`src/design/eag_consts.svh`:
```
`ifndef EAG_CONSTS_SVH
`define EAG_CONSTS_SVH
// reset values of the bank registers, and zero bank and low-byte constants
`define EAG_DBR_RST      8'h00
`define EAG_PBR_RST      8'h00
`define EAG_BANK_ZERO    8'h00
`define EAG_DL_ZERO      8'h00
// program counter step once a block move completes
`define EAG_MOVE_PC_STEP 16'h0003
`define EAG_ONE16        16'h0001
`define EAG_ZERO16       16'h0000
`endif

```
`src/design/eag_pkg.sv`:
```
package eag_pkg;
  // addressing mode select from the sequencer
  typedef enum logic [4:0] {
    EAG_ABS_X,
    EAG_ABS_Y,
    EAG_ABS_IND,
    EAG_JUMP_LONG_IND,
    EAG_LONG_INDEXED_MODE,
    EAG_ABS_LONG,
    EAG_BLOCK_MOVE_ASC,
    EAG_BLOCK_MOVE_DESC,
    EAG_DIR_IDX_IND,
    EAG_DIR_X,
    EAG_DIR_Y,
    EAG_DIR_IND_IDX_Y,
    EAG_DIR_IND_LONG_IDX_Y,
    EAG_DIR_IND_LONG,
    EAG_DIR_IND,
    EAG_DIR,
    EAG_IMMEDIATE,
    EAG_BRANCH_LONG,
    EAG_PUSH_RELATIVE_ADDRESS
  } eag_mode_t;

  // sequencing inside one address calculation
  typedef enum logic [1:0] {
    EAG_IDLE,
    EAG_PENALTY,
    EAG_PTR_WAIT
  } eag_state_t;
endpackage

```
`src/design/eag_effective_address_generator.sv`:
```
`timescale 1ns/1ps
`default_nettype none
`include "eag_consts.svh"

// Notes on behaviour
// (RULE1) abs,X: bytes2-3 plus X, data bank
// (RULE2) abs,Y: bytes2-3 plus Y, data bank
// (RULE3) abs indirect: bank0 pointer loads PC
// (RULE4) jump long indirect also loads program bank
// (RULE5) long indexed: 24-bit base plus X
// (RULE6) absolute long: bytes2-4 are address
// (RULE7) block move: dest byte2:Y, source byte3:X
// (RULE8) accumulator holds byte count minus one
// (RULE9) block move copies dest bank to data bank
// (RULE10) step indexes, count down, PC+3 at end
// (RULE11) (d,x): D+op+X pointer, data bank prefix
// (RULE12) d,X: D+op+X in bank 0
// (RULE13) d,Y: D+op+Y in bank 0
// (RULE14) (d),Y: pointer word, data bank, plus Y
// (RULE15) [d],Y: 24-bit pointer plus Y
// (RULE16) [d]: 24-bit pointer is address
// (RULE17) (d): pointer low 16, data bank high
// (RULE18) direct: D plus operand, bank 0
// (RULE19) nonzero direct low byte adds one cycle
// (RULE20) immediate: one or two operand bytes
// (RULE21) long relative: signed offset plus next PC
// (RULE22) branch loads PC, push-relative pushes sum
module eag_effective_address_generator
  import eag_pkg::*;
(
  input  wire logic        clk_sys,
  input  wire logic        rst_b,
  input  wire logic        start,
  input  wire eag_mode_t   mode,
  input  wire logic [7:0]  op_byte2,
  input  wire logic [7:0]  op_byte3,
  input  wire logic [7:0]  op_byte4,
  input  wire logic        wide_mode,
  input  wire logic [15:0] index_x,
  input  wire logic [15:0] index_y,
  input  wire logic [15:0] direct_reg,
  input  wire logic [15:0] accum,
  input  wire logic [15:0] prog_counter,
  input  wire logic        ptr_valid,
  input  wire logic [23:0] ptr_data,
  output var  logic [23:0] eff_addr,
  output var  logic        addr_valid,
  output var  logic [23:0] ptr_addr,
  output var  logic        ptr_req,
  output var  logic        ptr_long,
  output var  logic [15:0] operand,
  output var  logic        operand_valid,
  output var  logic        pc_load,
  output var  logic [15:0] next_pc,
  output var  logic        pbr_load,
  output var  logic [7:0]  program_bank_reg,
  output var  logic [7:0]  data_bank_reg,
  output var  logic        push_req,
  output var  logic [15:0] push_data,
  output var  logic        move_step,
  output var  logic [15:0] move_next_x,
  output var  logic [15:0] move_next_y,
  output var  logic [15:0] move_next_count,
  output var  logic        move_done
);

  // start stands one cycle only, so the mode is kept here for the penalty
  // and pointer-wait states; the core must also hold the operand bytes,
  // the index registers and direct_reg steady until the result appears
  eag_state_t  state;
  eag_state_t  next_state;
  eag_mode_t   held_mode;

  // operand fields and sums shared by the modes
  wire logic [15:0] abs_word  = {op_byte3, op_byte2};
  wire logic [23:0] long_word = {op_byte4, op_byte3, op_byte2};
  wire logic [15:0] dir_base  = direct_reg + {8'h00, op_byte2};
  wire logic [15:0] dir_x     = dir_base + index_x;
  wire logic [15:0] dir_y     = dir_base + index_y;
  wire logic [15:0] abs_x     = abs_word + index_x; // RULE1
  wire logic [15:0] abs_y     = abs_word + index_y; // RULE2
  wire logic [23:0] long_x    = long_word + {8'h00, index_x}; // RULE5
  wire logic [15:0] rel_sum   = prog_counter + {op_byte3, op_byte2}; // RULE21
  wire logic        dl_nonzero = direct_reg[7:0] != `EAG_DL_ZERO; // RULE19

  // which modes are direct-page, and which go through a fetched pointer
  wire logic is_direct =
    (mode == EAG_DIR_IDX_IND) || (mode == EAG_DIR_X) || (mode == EAG_DIR_Y) ||
    (mode == EAG_DIR_IND_IDX_Y) || (mode == EAG_DIR_IND_LONG_IDX_Y) ||
    (mode == EAG_DIR_IND_LONG) || (mode == EAG_DIR_IND) || (mode == EAG_DIR);
  wire logic needs_ptr =
    (mode == EAG_ABS_IND) || (mode == EAG_JUMP_LONG_IND) || (mode == EAG_DIR_IDX_IND) ||
    (mode == EAG_DIR_IND_IDX_Y) || (mode == EAG_DIR_IND_LONG_IDX_Y) ||
    (mode == EAG_DIR_IND_LONG) || (mode == EAG_DIR_IND);
  wire logic held_needs_ptr =
    (held_mode == EAG_ABS_IND) || (held_mode == EAG_JUMP_LONG_IND) ||
    (held_mode == EAG_DIR_IDX_IND) || (held_mode == EAG_DIR_IND_IDX_Y) ||
    (held_mode == EAG_DIR_IND_LONG_IDX_Y) || (held_mode == EAG_DIR_IND_LONG) ||
    (held_mode == EAG_DIR_IND);
  wire logic long_ptr =
    (mode == EAG_JUMP_LONG_IND) || (mode == EAG_DIR_IND_LONG_IDX_Y) || (mode == EAG_DIR_IND_LONG);

  // the penalty belongs to direct-page modes only; testing the low byte
  // alone would send an absolute indexed take through the penalty state,
  // which would then report the direct-page sum as its address
  wire logic take_penalty = is_direct && dl_nonzero; // RULE19

  // pointer location in bank 0
  wire logic [15:0] ptr_loc =
    (mode == EAG_ABS_IND || mode == EAG_JUMP_LONG_IND) ? abs_word : // RULE3
    (mode == EAG_DIR_IDX_IND) ? dir_x : dir_base; // RULE11

  // address once the pointer has arrived
  // word pointers use the low 16 bits only; the fetched bank byte is ignored
  wire logic [23:0] ptr_result =
    (held_mode == EAG_DIR_IDX_IND)        ? {data_bank_reg, ptr_data[15:0]} : // RULE11
    (held_mode == EAG_DIR_IND_IDX_Y)      ? {data_bank_reg, ptr_data[15:0]} + {8'h00, index_y} : // RULE14
    (held_mode == EAG_DIR_IND_LONG_IDX_Y) ? ptr_data + {8'h00, index_y} : // RULE15
    (held_mode == EAG_DIR_IND_LONG)       ? ptr_data : // RULE16
    {data_bank_reg, ptr_data[15:0]}; // RULE17

  // direct-page modes without a pointer
  // the sums come from the inputs in the penalty cycle, not from those at the take
  wire logic [23:0] direct_result =
    (held_mode == EAG_DIR_X) ? {`EAG_BANK_ZERO, dir_x} : // RULE12
    (held_mode == EAG_DIR_Y) ? {`EAG_BANK_ZERO, dir_y} : // RULE13
    {`EAG_BANK_ZERO, dir_base}; // RULE18

  // block move bookkeeping, one byte per start
  wire logic        move_asc   = mode == EAG_BLOCK_MOVE_ASC;
  wire logic        move_mode  = move_asc || (mode == EAG_BLOCK_MOVE_DESC);
  wire logic [15:0] step_x     = move_asc ? index_x + `EAG_ONE16 : index_x - `EAG_ONE16; // RULE10
  wire logic [15:0] step_y     = move_asc ? index_y + `EAG_ONE16 : index_y - `EAG_ONE16; // RULE10
  wire logic        last_byte  = accum == `EAG_ZERO16; // RULE8
  wire logic [15:0] step_count = last_byte ? accum : accum - `EAG_ONE16; // RULE10

  // state sequencing; penalty and pointer wait hold the held mode
  always_comb
  begin
    next_state = state;
    case (state)
      EAG_IDLE:
      begin
        if (start && take_penalty)
          next_state = EAG_PENALTY; // RULE19
        else if (start && needs_ptr)
          next_state = EAG_PTR_WAIT;
      end
      EAG_PENALTY:
      begin
        next_state = held_needs_ptr ? EAG_PTR_WAIT : EAG_IDLE;
      end
      EAG_PTR_WAIT:
      begin
        if (ptr_valid)
          next_state = EAG_IDLE;
      end
      default:
      begin
        next_state = EAG_IDLE;
      end
    endcase
  end

  // outside idle a start is simply not seen; there is no busy flag, the core
  // is expected to wait for the result pulse before asking again
  wire logic idle_start = (state == EAG_IDLE) && start;
  wire logic fire_ptr   = ((state == EAG_IDLE) && start && needs_ptr && !take_penalty) ||
                          ((state == EAG_PENALTY) && held_needs_ptr);
  wire logic ptr_done   = (state == EAG_PTR_WAIT) && ptr_valid;
  wire logic held_jump  = (held_mode == EAG_ABS_IND) || (held_mode == EAG_JUMP_LONG_IND);

  // state and mode capture
  always_ff @(posedge clk_sys or negedge rst_b)
  begin
    if (!rst_b)
    begin
      state     <= EAG_IDLE;
      held_mode <= EAG_DIR;
    end
    else
    begin
      state <= next_state;
      if (idle_start)
        held_mode <= mode;
    end
  end

  // pointer request; pointer location kept while waiting
  // ptr_addr is latched at the take, not at the request, so the location
  // seen by memory does not depend on the penalty cycle
  always_ff @(posedge clk_sys or negedge rst_b)
  begin
    if (!rst_b)
    begin
      ptr_req  <= 1'b0;
      ptr_addr <= 24'h00_0000;
      ptr_long <= 1'b0;
    end
    else
    begin
      ptr_req <= fire_ptr;
      if (idle_start)
      begin
        ptr_addr <= {`EAG_BANK_ZERO, ptr_loc}; // RULE3
        ptr_long <= long_ptr;
      end
    end
  end

  // effective address result
  always_ff @(posedge clk_sys or negedge rst_b)
  begin
    if (!rst_b)
    begin
      eff_addr   <= 24'h00_0000;
      addr_valid <= 1'b0;
    end
    else
    begin
      addr_valid <= 1'b0;
      if (ptr_done && !held_jump)
      begin
        eff_addr   <= ptr_result;
        addr_valid <= 1'b1;
      end
      else if ((state == EAG_PENALTY) && !held_needs_ptr)
      begin
        eff_addr   <= direct_result; // RULE19
        addr_valid <= 1'b1;
      end
      else if (idle_start && !needs_ptr && !take_penalty)
      begin
        addr_valid <= 1'b1;
        case (mode)
          EAG_ABS_X:             eff_addr <= {data_bank_reg, abs_x}; // RULE1
          EAG_ABS_Y:             eff_addr <= {data_bank_reg, abs_y}; // RULE2
          EAG_LONG_INDEXED_MODE: eff_addr <= long_x; // RULE5
          EAG_ABS_LONG:          eff_addr <= long_word; // RULE6
          EAG_BLOCK_MOVE_ASC,
          EAG_BLOCK_MOVE_DESC:   eff_addr <= {op_byte3, index_x}; // RULE7
          EAG_DIR_X:             eff_addr <= {`EAG_BANK_ZERO, dir_x}; // RULE12
          EAG_DIR_Y:             eff_addr <= {`EAG_BANK_ZERO, dir_y}; // RULE13
          EAG_DIR:               eff_addr <= {`EAG_BANK_ZERO, dir_base}; // RULE18
          default:               addr_valid <= 1'b0;
        endcase
      end
    end
  end

  // immediate operand; upper byte zero in 8-bit operation
  // zero fill lets the core load a full word in either width
  always_ff @(posedge clk_sys or negedge rst_b)
  begin
    if (!rst_b)
    begin
      operand       <= 16'h0000;
      operand_valid <= 1'b0;
    end
    else
    begin
      operand_valid <= idle_start && (mode == EAG_IMMEDIATE);
      if (idle_start && (mode == EAG_IMMEDIATE))
        operand <= wide_mode ? abs_word : {8'h00, op_byte2}; // RULE20
    end
  end

  // program counter and bank loads; relative modes leave the bank alone
  // the branches never collide: a pointer result only ends a wait state,
  // the others only happen on a take from idle
  always_ff @(posedge clk_sys or negedge rst_b)
  begin
    if (!rst_b)
    begin
      pc_load          <= 1'b0;
      next_pc          <= 16'h0000;
      pbr_load         <= 1'b0;
      program_bank_reg <= `EAG_PBR_RST;
      push_req         <= 1'b0;
      push_data        <= 16'h0000;
    end
    else
    begin
      pc_load  <= 1'b0;
      pbr_load <= 1'b0;
      push_req <= 1'b0;
      if (ptr_done && held_jump)
      begin
        pc_load <= 1'b1;
        next_pc <= ptr_data[15:0]; // RULE3
        if (held_mode == EAG_JUMP_LONG_IND)
        begin
          pbr_load         <= 1'b1;
          program_bank_reg <= ptr_data[23:16]; // RULE4
        end
      end
      else if (idle_start && (mode == EAG_BRANCH_LONG))
      begin
        pc_load <= 1'b1;
        next_pc <= rel_sum; // RULE22
      end
      else if (idle_start && move_mode && last_byte)
      begin
        pc_load <= 1'b1;
        next_pc <= prog_counter + `EAG_MOVE_PC_STEP; // RULE10
      end
      if (idle_start && (mode == EAG_PUSH_RELATIVE_ADDRESS))
      begin
        push_req  <= 1'b1;
        push_data <= rel_sum; // RULE22
      end
    end
  end

  // block move register updates; the destination is data_bank_reg over Y
  // one byte per start: the core feeds move_next_* back and starts again
  // until move_done; a count already at zero stays there instead of
  // wrapping, which is what ends the move
  always_ff @(posedge clk_sys or negedge rst_b)
  begin
    if (!rst_b)
    begin
      data_bank_reg   <= `EAG_DBR_RST;
      move_step       <= 1'b0;
      move_next_x     <= 16'h0000;
      move_next_y     <= 16'h0000;
      move_next_count <= 16'h0000;
      move_done       <= 1'b0;
    end
    else
    begin
      move_step <= idle_start && move_mode;
      move_done <= idle_start && move_mode && last_byte;
      if (idle_start && move_mode)
      begin
        data_bank_reg   <= op_byte2; // RULE9
        move_next_x     <= step_x;
        move_next_y     <= step_y;
        move_next_count <= step_count;
      end
    end
  end

endmodule // eag_effective_address_generator
`default_nettype wire

```
`config.mk`:
```
export PLATFORM = sky130hd
export DESIGN_NAME = eag_effective_address_generator
export DESIGN_NICKNAME = d
export VERILOG_FILES = /design/src/design/eag_pkg.sv /design/src/design/eag_effective_address_generator.sv
export VERILOG_INCLUDE_DIRS = /design/src /design/src/design
export SDC_FILE = /design/constraint.sdc
export NUM_CORES = 1
export LEC_CHECK = 0
export BUFFER_PORTS_ARGS = -buffer_cell sky130_fd_sc_hd__buf_4
export CELL_PAD_IN_SITES_DETAIL_PLACEMENT = 0
export CELL_PAD_IN_SITES_GLOBAL_PLACEMENT = 1
export CORE_ASPECT_RATIO = 0.8
export CORE_MARGIN = 2
export CORE_UTILIZATION = 42
export CTS_CLUSTER_SIZE = 16
export DETAILED_ROUTE_END_ITERATION = 16
export HOLD_SLACK_MARGIN = 0.1
export PLACE_DENSITY = 0.79
export SYNTH_ARGS = -nofsm -noshare
export SYNTH_HDL_FRONTEND = slang
export SYNTH_SLANG_ARGS = --single-unit
export TNS_END_PERCENT = 1
```
`constraint.sdc`:
```
create_clock -name clk_sys -period 3.2 [get_ports clk_sys]
set_clock_uncertainty 0.1 [all_clocks]
set_input_delay 0.64 -clock clk_sys [delete_from_list [all_inputs] [get_ports clk_sys]]
set_output_delay 0.64 -clock clk_sys [all_outputs]
set_load 0.1 [all_outputs]
```
* Word-level counts from Yosys, hierarchy flattened
Cells that the tools add are included.
** Operators by class
- Multiplexer cells :: 34
- Add/subtract/negate cells :: 15
- Eq/ne operators :: 31
- Reductions and logical operators :: 57
** Operator list (count)
- $pmux W24 S8 :: 1
- $mux W16 :: 11
- $mux W24 :: 7
- $add A16 B16 Y16 :: 5
- $eq A5 B4 Y1 const B :: 15
- $add A24 B16 Y24 :: 3
- $sub A16 B1 Y16 const B :: 3
- $add A16 B1 Y16 const B :: 2
- $logic_or A1 B1 Y1 :: 23
- $eq A5 B2 Y1 const B :: 4
- $eq A5 B3 Y1 const B :: 4
- $logic_and A1 B1 Y1 :: 18
- $add A16 B2 Y16 const B :: 1
- $add A16 B8 Y16 :: 1
- $logic_not A16 Y1 :: 1
- $eq A5 B5 Y1 const B :: 3
- $mux W1 :: 10
- $reduce_bool A10 Y1 :: 1
- $reduce_or A9 Y1 :: 1
- $mux W2 :: 4
- $reduce_bool A8 Y1 :: 1
- $pmux W2 S3 :: 1
- $reduce_and A2 Y1 :: 3
- $reduce_bool A3 Y1 :: 2
- 9 further kinds :: 12
** Storage, ports and cells
- Input bits :: 138
- Output and inout port bits :: 169
- Flip-flop bits (word level) :: 168
- Logic and storage cells :: 158

* Depth between registers and ports, before layout
- Depth in word-level cells :: 14
- Gate-level depth with buffers :: 19
- Depth with buffers taken out :: 19

* Worst setup path before layout
OpenSTA, ideal clock, no wires.
- Kind :: in2reg
- Start :: input op_byte2[0]
- End :: register eff_addr[15]
- Slack :: -1.337 ns
- Data arrival time :: 4.299 ns
- Path buffers :: 0
- Library setup time :: 0.138 ns
- Data required time :: 2.962 ns
- Cell stages on the path :: 19
- Cell sequence :: ha_1 > fa_1 > a211oi_1 > o21bai_1 > a31o_2 > a21oi_1 > nor2_1 > xnor2_1 > inv_1 > ha_1 > and3_1 > o211a_1 > a211oi_1 > a211oi_1 > a211oi_1 > o21ai_0 > a21boi_0 > o31ai_1 > o211ai_1
** On the way
- Longest elaborated chain between the ends :: 6
- Elaborated cells on any way between the ends :: 12
- Classes of those cells :: 6 x add/sub; 6 x mux
** RTL lines
- start, declared :: RTL line eag_effective_address_generator.sv:35 : input wire logic [7:0] op_byte2,
- $add A16 B8 Y16 :: RTL line eag_effective_address_generator.sv:77 : wire logic [15:0] dir_base = direct_reg + {8'h00, op_byte2};
- $add A16 B16 Y16, on equally long branches :: RTL line eag_effective_address_generator.sv:79, eag_effective_address_generator.sv:78
- $pmux W24 S8 / $mux W16 (equally long branches) :: RTL line eag_effective_address_generator.sv:235, eag_effective_address_generator.sv:126
- $mux W24 / $mux W16 (equally long branches) :: RTL line eag_effective_address_generator.sv:232, eag_effective_address_generator.sv:125
- $mux W24 * :: RTL line eag_effective_address_generator.sv:227 : else if ((state == EAG_PENALTY) && !held_needs_ptr)
- $mux W24 * :: RTL line eag_effective_address_generator.sv:222 : if (ptr_done && !held_jump)
- end signal, assigned :: RTL line eag_effective_address_generator.sv:224 : eff_addr <= ptr_result;
- end signal, assigned :: RTL line eag_effective_address_generator.sv:229 : eff_addr <= direct_result;
- end signal, assigned :: RTL line eag_effective_address_generator.sv:236 : EAG_ABS_X: eff_addr <= {data_bank_reg, abs_x};
- end, declared :: RTL line eag_effective_address_generator.sv:46 : output var logic [23:0] eff_addr,
Mark *: on every way between the ends. The rest lies on a longest branch, timed or not. The select of a mux whose other input is x is not followed.
A chain may end at the register's enable or synchronous reset.

* Final worst setup path
Ends and elaborated chain as after synthesis.

==> flow_summary.ini <==
[die]
dieArea_um2 = 39350
initial_core_util_pct = 42.72
core_area_um2 = 37130
std_cell_rows = 63
ios = 307
dieHeight_um = 177.8
dieWidth_um = 221.3

[power_and_ir_drop]
leakage_nw = 10.90
p_switching_mw = 8.703
p_comb_share_pct = 64.7
p_int_mw = 6.601
p_clk_share_pct = 14.0
ir_worst_vdd_uv = 1006
power_mw = 15.30
pwr-share-seq_pct = 21.2
p_per_area_nw_per_um2 = 667.3
switching_share_pct = 56.87

[timing]
worstMarginPinSlew_ns = 0.7871
relSlewSlack_pct = 47.52
rsz0062_at_grt = true
fin_crit_sh_pct = 124.1
fin_ws_ns = -0.7707
max_freq_mhz = 251.8
hold_viol_final = 0
finalHoldWorstSlack_ns = 0.3086
final-setup-viol-count = 29
slew_viol_final = 0
min_period_ns = 3.971
fin_setup_tns_ns = -14.16

[synth]
synth_area_per_cell_um2 = 8.084
synth_seq_cells = 168
synth-async-reset-ratio_pct = 100.0
synth-edff-count = 0
yosysWarnings = 0
postSynthCellCount = 1962
ys_types = 93
syn-cell-area_um2 = 15860
synth_ff_type = dfrtp_1
yosysSeqAreaShare_pct = 26.54

[layout]
instances_no_fill = 3141
areaGrowthSynthToFinish_pct = 44.59
drive_gt1_share_pct = 35.48
top_register = eff_addr
final_nets = 2921
postLayoutCellArea_um2 = 22930
largest_reg_flops = 24

[drt]
vias = 18713
drt-total-wl_um = 75670
wl_per_cell_um = 24.09
first_pass_iters = 8
postRouteAntennaNets = 0
drc_errors = 0
vias_per_cell = 5.958
dr.first_iter.drc_count = 2184

[critical_path]
r2r_start = held_mode[3]$_DFFE_PN1P_
startpoint_type = input pin
regToRegEndpoint = eff_addr[8]$_DFFE_PN0P_
cp-endpoint = eff_addr[15]$_DFFE_PN0P_
critPathKind = in2reg
arrival_ns = 4.23
r2r.worst_path.cells = 10
cp-end-kind = flop
startpoint = op_byte2[0]
cp_max_fo = 3
ff2ff_setup_slack_ns = 0.06
crit_required_ns = 3.46

[clock_tree]
cts_buffers = 17
clk_latency_ns = 0.49
clock-sinks = 168
htree_levels = 4
cts-root-buf = clkbuf_16
cts_tree = built
cts.clk_slew.worst_paths_ns = 0.07
clk_path_buf_depth = 2

[global_routing]
grt_pass1_wl_um = 110600
antenna_found_initial = 1
overflow = 0
grt_max_degree = 86
track_usage_pct = 37.85
grt_pass1_vias = 17658

[placement]
place_area_um2 = 21750
dp_cells = 3092
dp_hpwl_um = 60610
port_buffers = 298
globalplace.congestion = 1.050

[min_path]
hold_class = in2reg

[flow_run]
max_cap_viol_count = 0

[status]
failed_checks = setup timing
outcome = complete, but fails checks
==> power groups by stage <==
stage / Sequential, mW / Clock [mW] / Combinational (mW)
after floorplan: 7.34 / 0 / 2.36
after global placement: 3.25 / 0 / 9.48
after detailed placement: 3.26 / 0 / 9.54
after CTS: 3.23 / 2.18 / 9.67
after global routing: 3.31 / 2.26 / 10.3
final: 3.25 / 2.15 / 9.91
==> per-stage QoR <==
stage	setup slack, ns	util, %
global placement	-1.369	58.59
CTS	-0.8182	61.00
floorplan	-1.014	-
global route	-0.9364	61.76
finish	-0.7707	61.77
detailed placement	-1.438	58.59
==> layout by cell type (no fill, tap or decap), drive strengths merged, types with 33 or more instances in the layout <==
master / synthesis / final
buf: 24 / 742
nand2: 289 / 289
o21ai: 170 / 170
dfrtp: 164 / 164
a21oi: 138 / 138
nor2: 137 / 137
ha: 135 / 135
xnor2: 87 / 87
xor2: 63 / 63
inv: 49 / 56
nor3: 51 / 51
a21o: 38 / 38
nand3: 38 / 38
o211ai: 33 / 33
==> worst max-delay path, cell delays in order <==
cell      delay [ns]
buf_12          0.12
ha_4            0.16
fa_2            0.35
a211oi_2        0.19
o21bai_1        0.12
a31o_2          0.23
a21oi_2         0.16
nor2_2          0.07
xnor2_2         0.19
inv_2           0.10
buf_12          0.15
ha_4            0.26
nand2_1         0.08
nor2_2          0.15
nand4_1         0.17
nand3_1         0.13
o211ai_1        0.14
xnor2_2         0.33
mux2i_1         0.14
o31ai_2         0.22
o211ai_1        0.11
==> how the worst min path moves through the flow <==
stage	start	end	slack [ns]	depth (start not counted)
after floorplan	rst_b	addr_valid$_DFF_PN0_	0.24	0
after global placement	move_next_x[8]$_DFFE_PN0P_	move_next_x[8]$_DFFE_PN0P_	0.35	2
after detailed placement	move_next_x[9]$_DFFE_PN0P_	move_next_x[9]$_DFFE_PN0P_	0.36	2
after CTS	ptr_data[23]	program_bank_reg[7]$_DFFE_PN0P_	0.29	2
after global routing	ptr_data[20]	program_bank_reg[4]$_DFFE_PN0P_	0.29	2
final	ptr_data[23]	program_bank_reg[7]$_DFFE_PN0P_	0.31	2
==> layer usage <==
| metal | up-vias | share of wire, % | GRT usage [%] |
|---|---|---|---|
| li1 | 8580 | - | - |
| met1 | 8952 | 44 | 53.10 |
| met4 | 2 | 1.9 | 8.725 |
| met3 | 116 | 14 | 14.87 |
| met2 | 1063 | 41 | 54.23 |
| met5 | - | 0.017 | 0 |
==> synthesized netlist by cell type, types with 7 or more instances <==
library cell	number	area share [%]
nand3_1	38	1.2
o21ai_0	167	5.3
and2_1	9	0.35
o31a_1	11	0.61
and3_1	21	0.83
inv_1	47	1.1
buf_2	9	0.28
fa_1	9	1.1
nor2b_1	15	0.59
a221oi_1	30	1.7
o221ai_1	7	0.39
nand4_1	8	0.32
a221o_1	17	1.1
o211ai_1	33	1.6
nor2_1	134	3.2
nor4_1	10	0.39
o21bai_1	16	0.76
o21a_1	14	0.66
nor3b_1	7	0.33
mux2i_1	10	0.63
nor3_1	49	1.5
nand2b_1	22	0.87
xor2_1	63	3.5
xnor2_1	87	4.8
a211oi_1	26	1.2
dfrtp_1	164	26
a22oi_1	18	0.85
ha_1	135	11
clkbuf_1	67	1.6
mux2_2	32	2.3
o2111ai_1	8	0.44
or3_1	13	0.51
a31oi_1	28	1.1
a21o_1	38	1.8
nand3b_1	10	0.47
o31ai_1	14	0.66
nand2_1	288	6.8
or2_2	16	0.63
a21oi_1	137	4.3
buf_4	10	0.47
o22ai_1	11	0.43
==> cell families (layout without fill, tap and decap cells) <==
logic type,Yosys count,after routing,synth area share (%)
flops,168,168,26.54
buf+inv,143,826,3.794
simple gates,675,675,20.12
other cells,1,10,0.02364
mux,42,42,2.903
fa+ha+maj,144,144,11.79
xor+xnor,150,150,8.283
compound gates,639,639,26.55
==> layout make-up <==
| cell class | count | area [um^2] |
|---|---|---|
| Clock buffer | 20 | 466.7 |
| Multi-Input combinational cell | 1658 | 11590 |
| Timing Repair Buffer | 743 | 5757 |
| Antenna cell | 2 | 5.005 |
| Tap cell | 487 | 609.3 |
| Sequential cell | 168 | 4209 |
| Fill cell | 3334 | 14190 |
| Clock inverter | 12 | 103.9 |
| Inverter | 51 | 191.4 |
==> timing repair <==
item	CTS	global route
buffers inserted	9	5
hold endpoints to repair	46	0
pin swaps	34	36
hold buffers	1	0
resized for setup	48	53
setup endpoints to repair	40	48
Note: power is estimated with default switching activity, not from simulation.
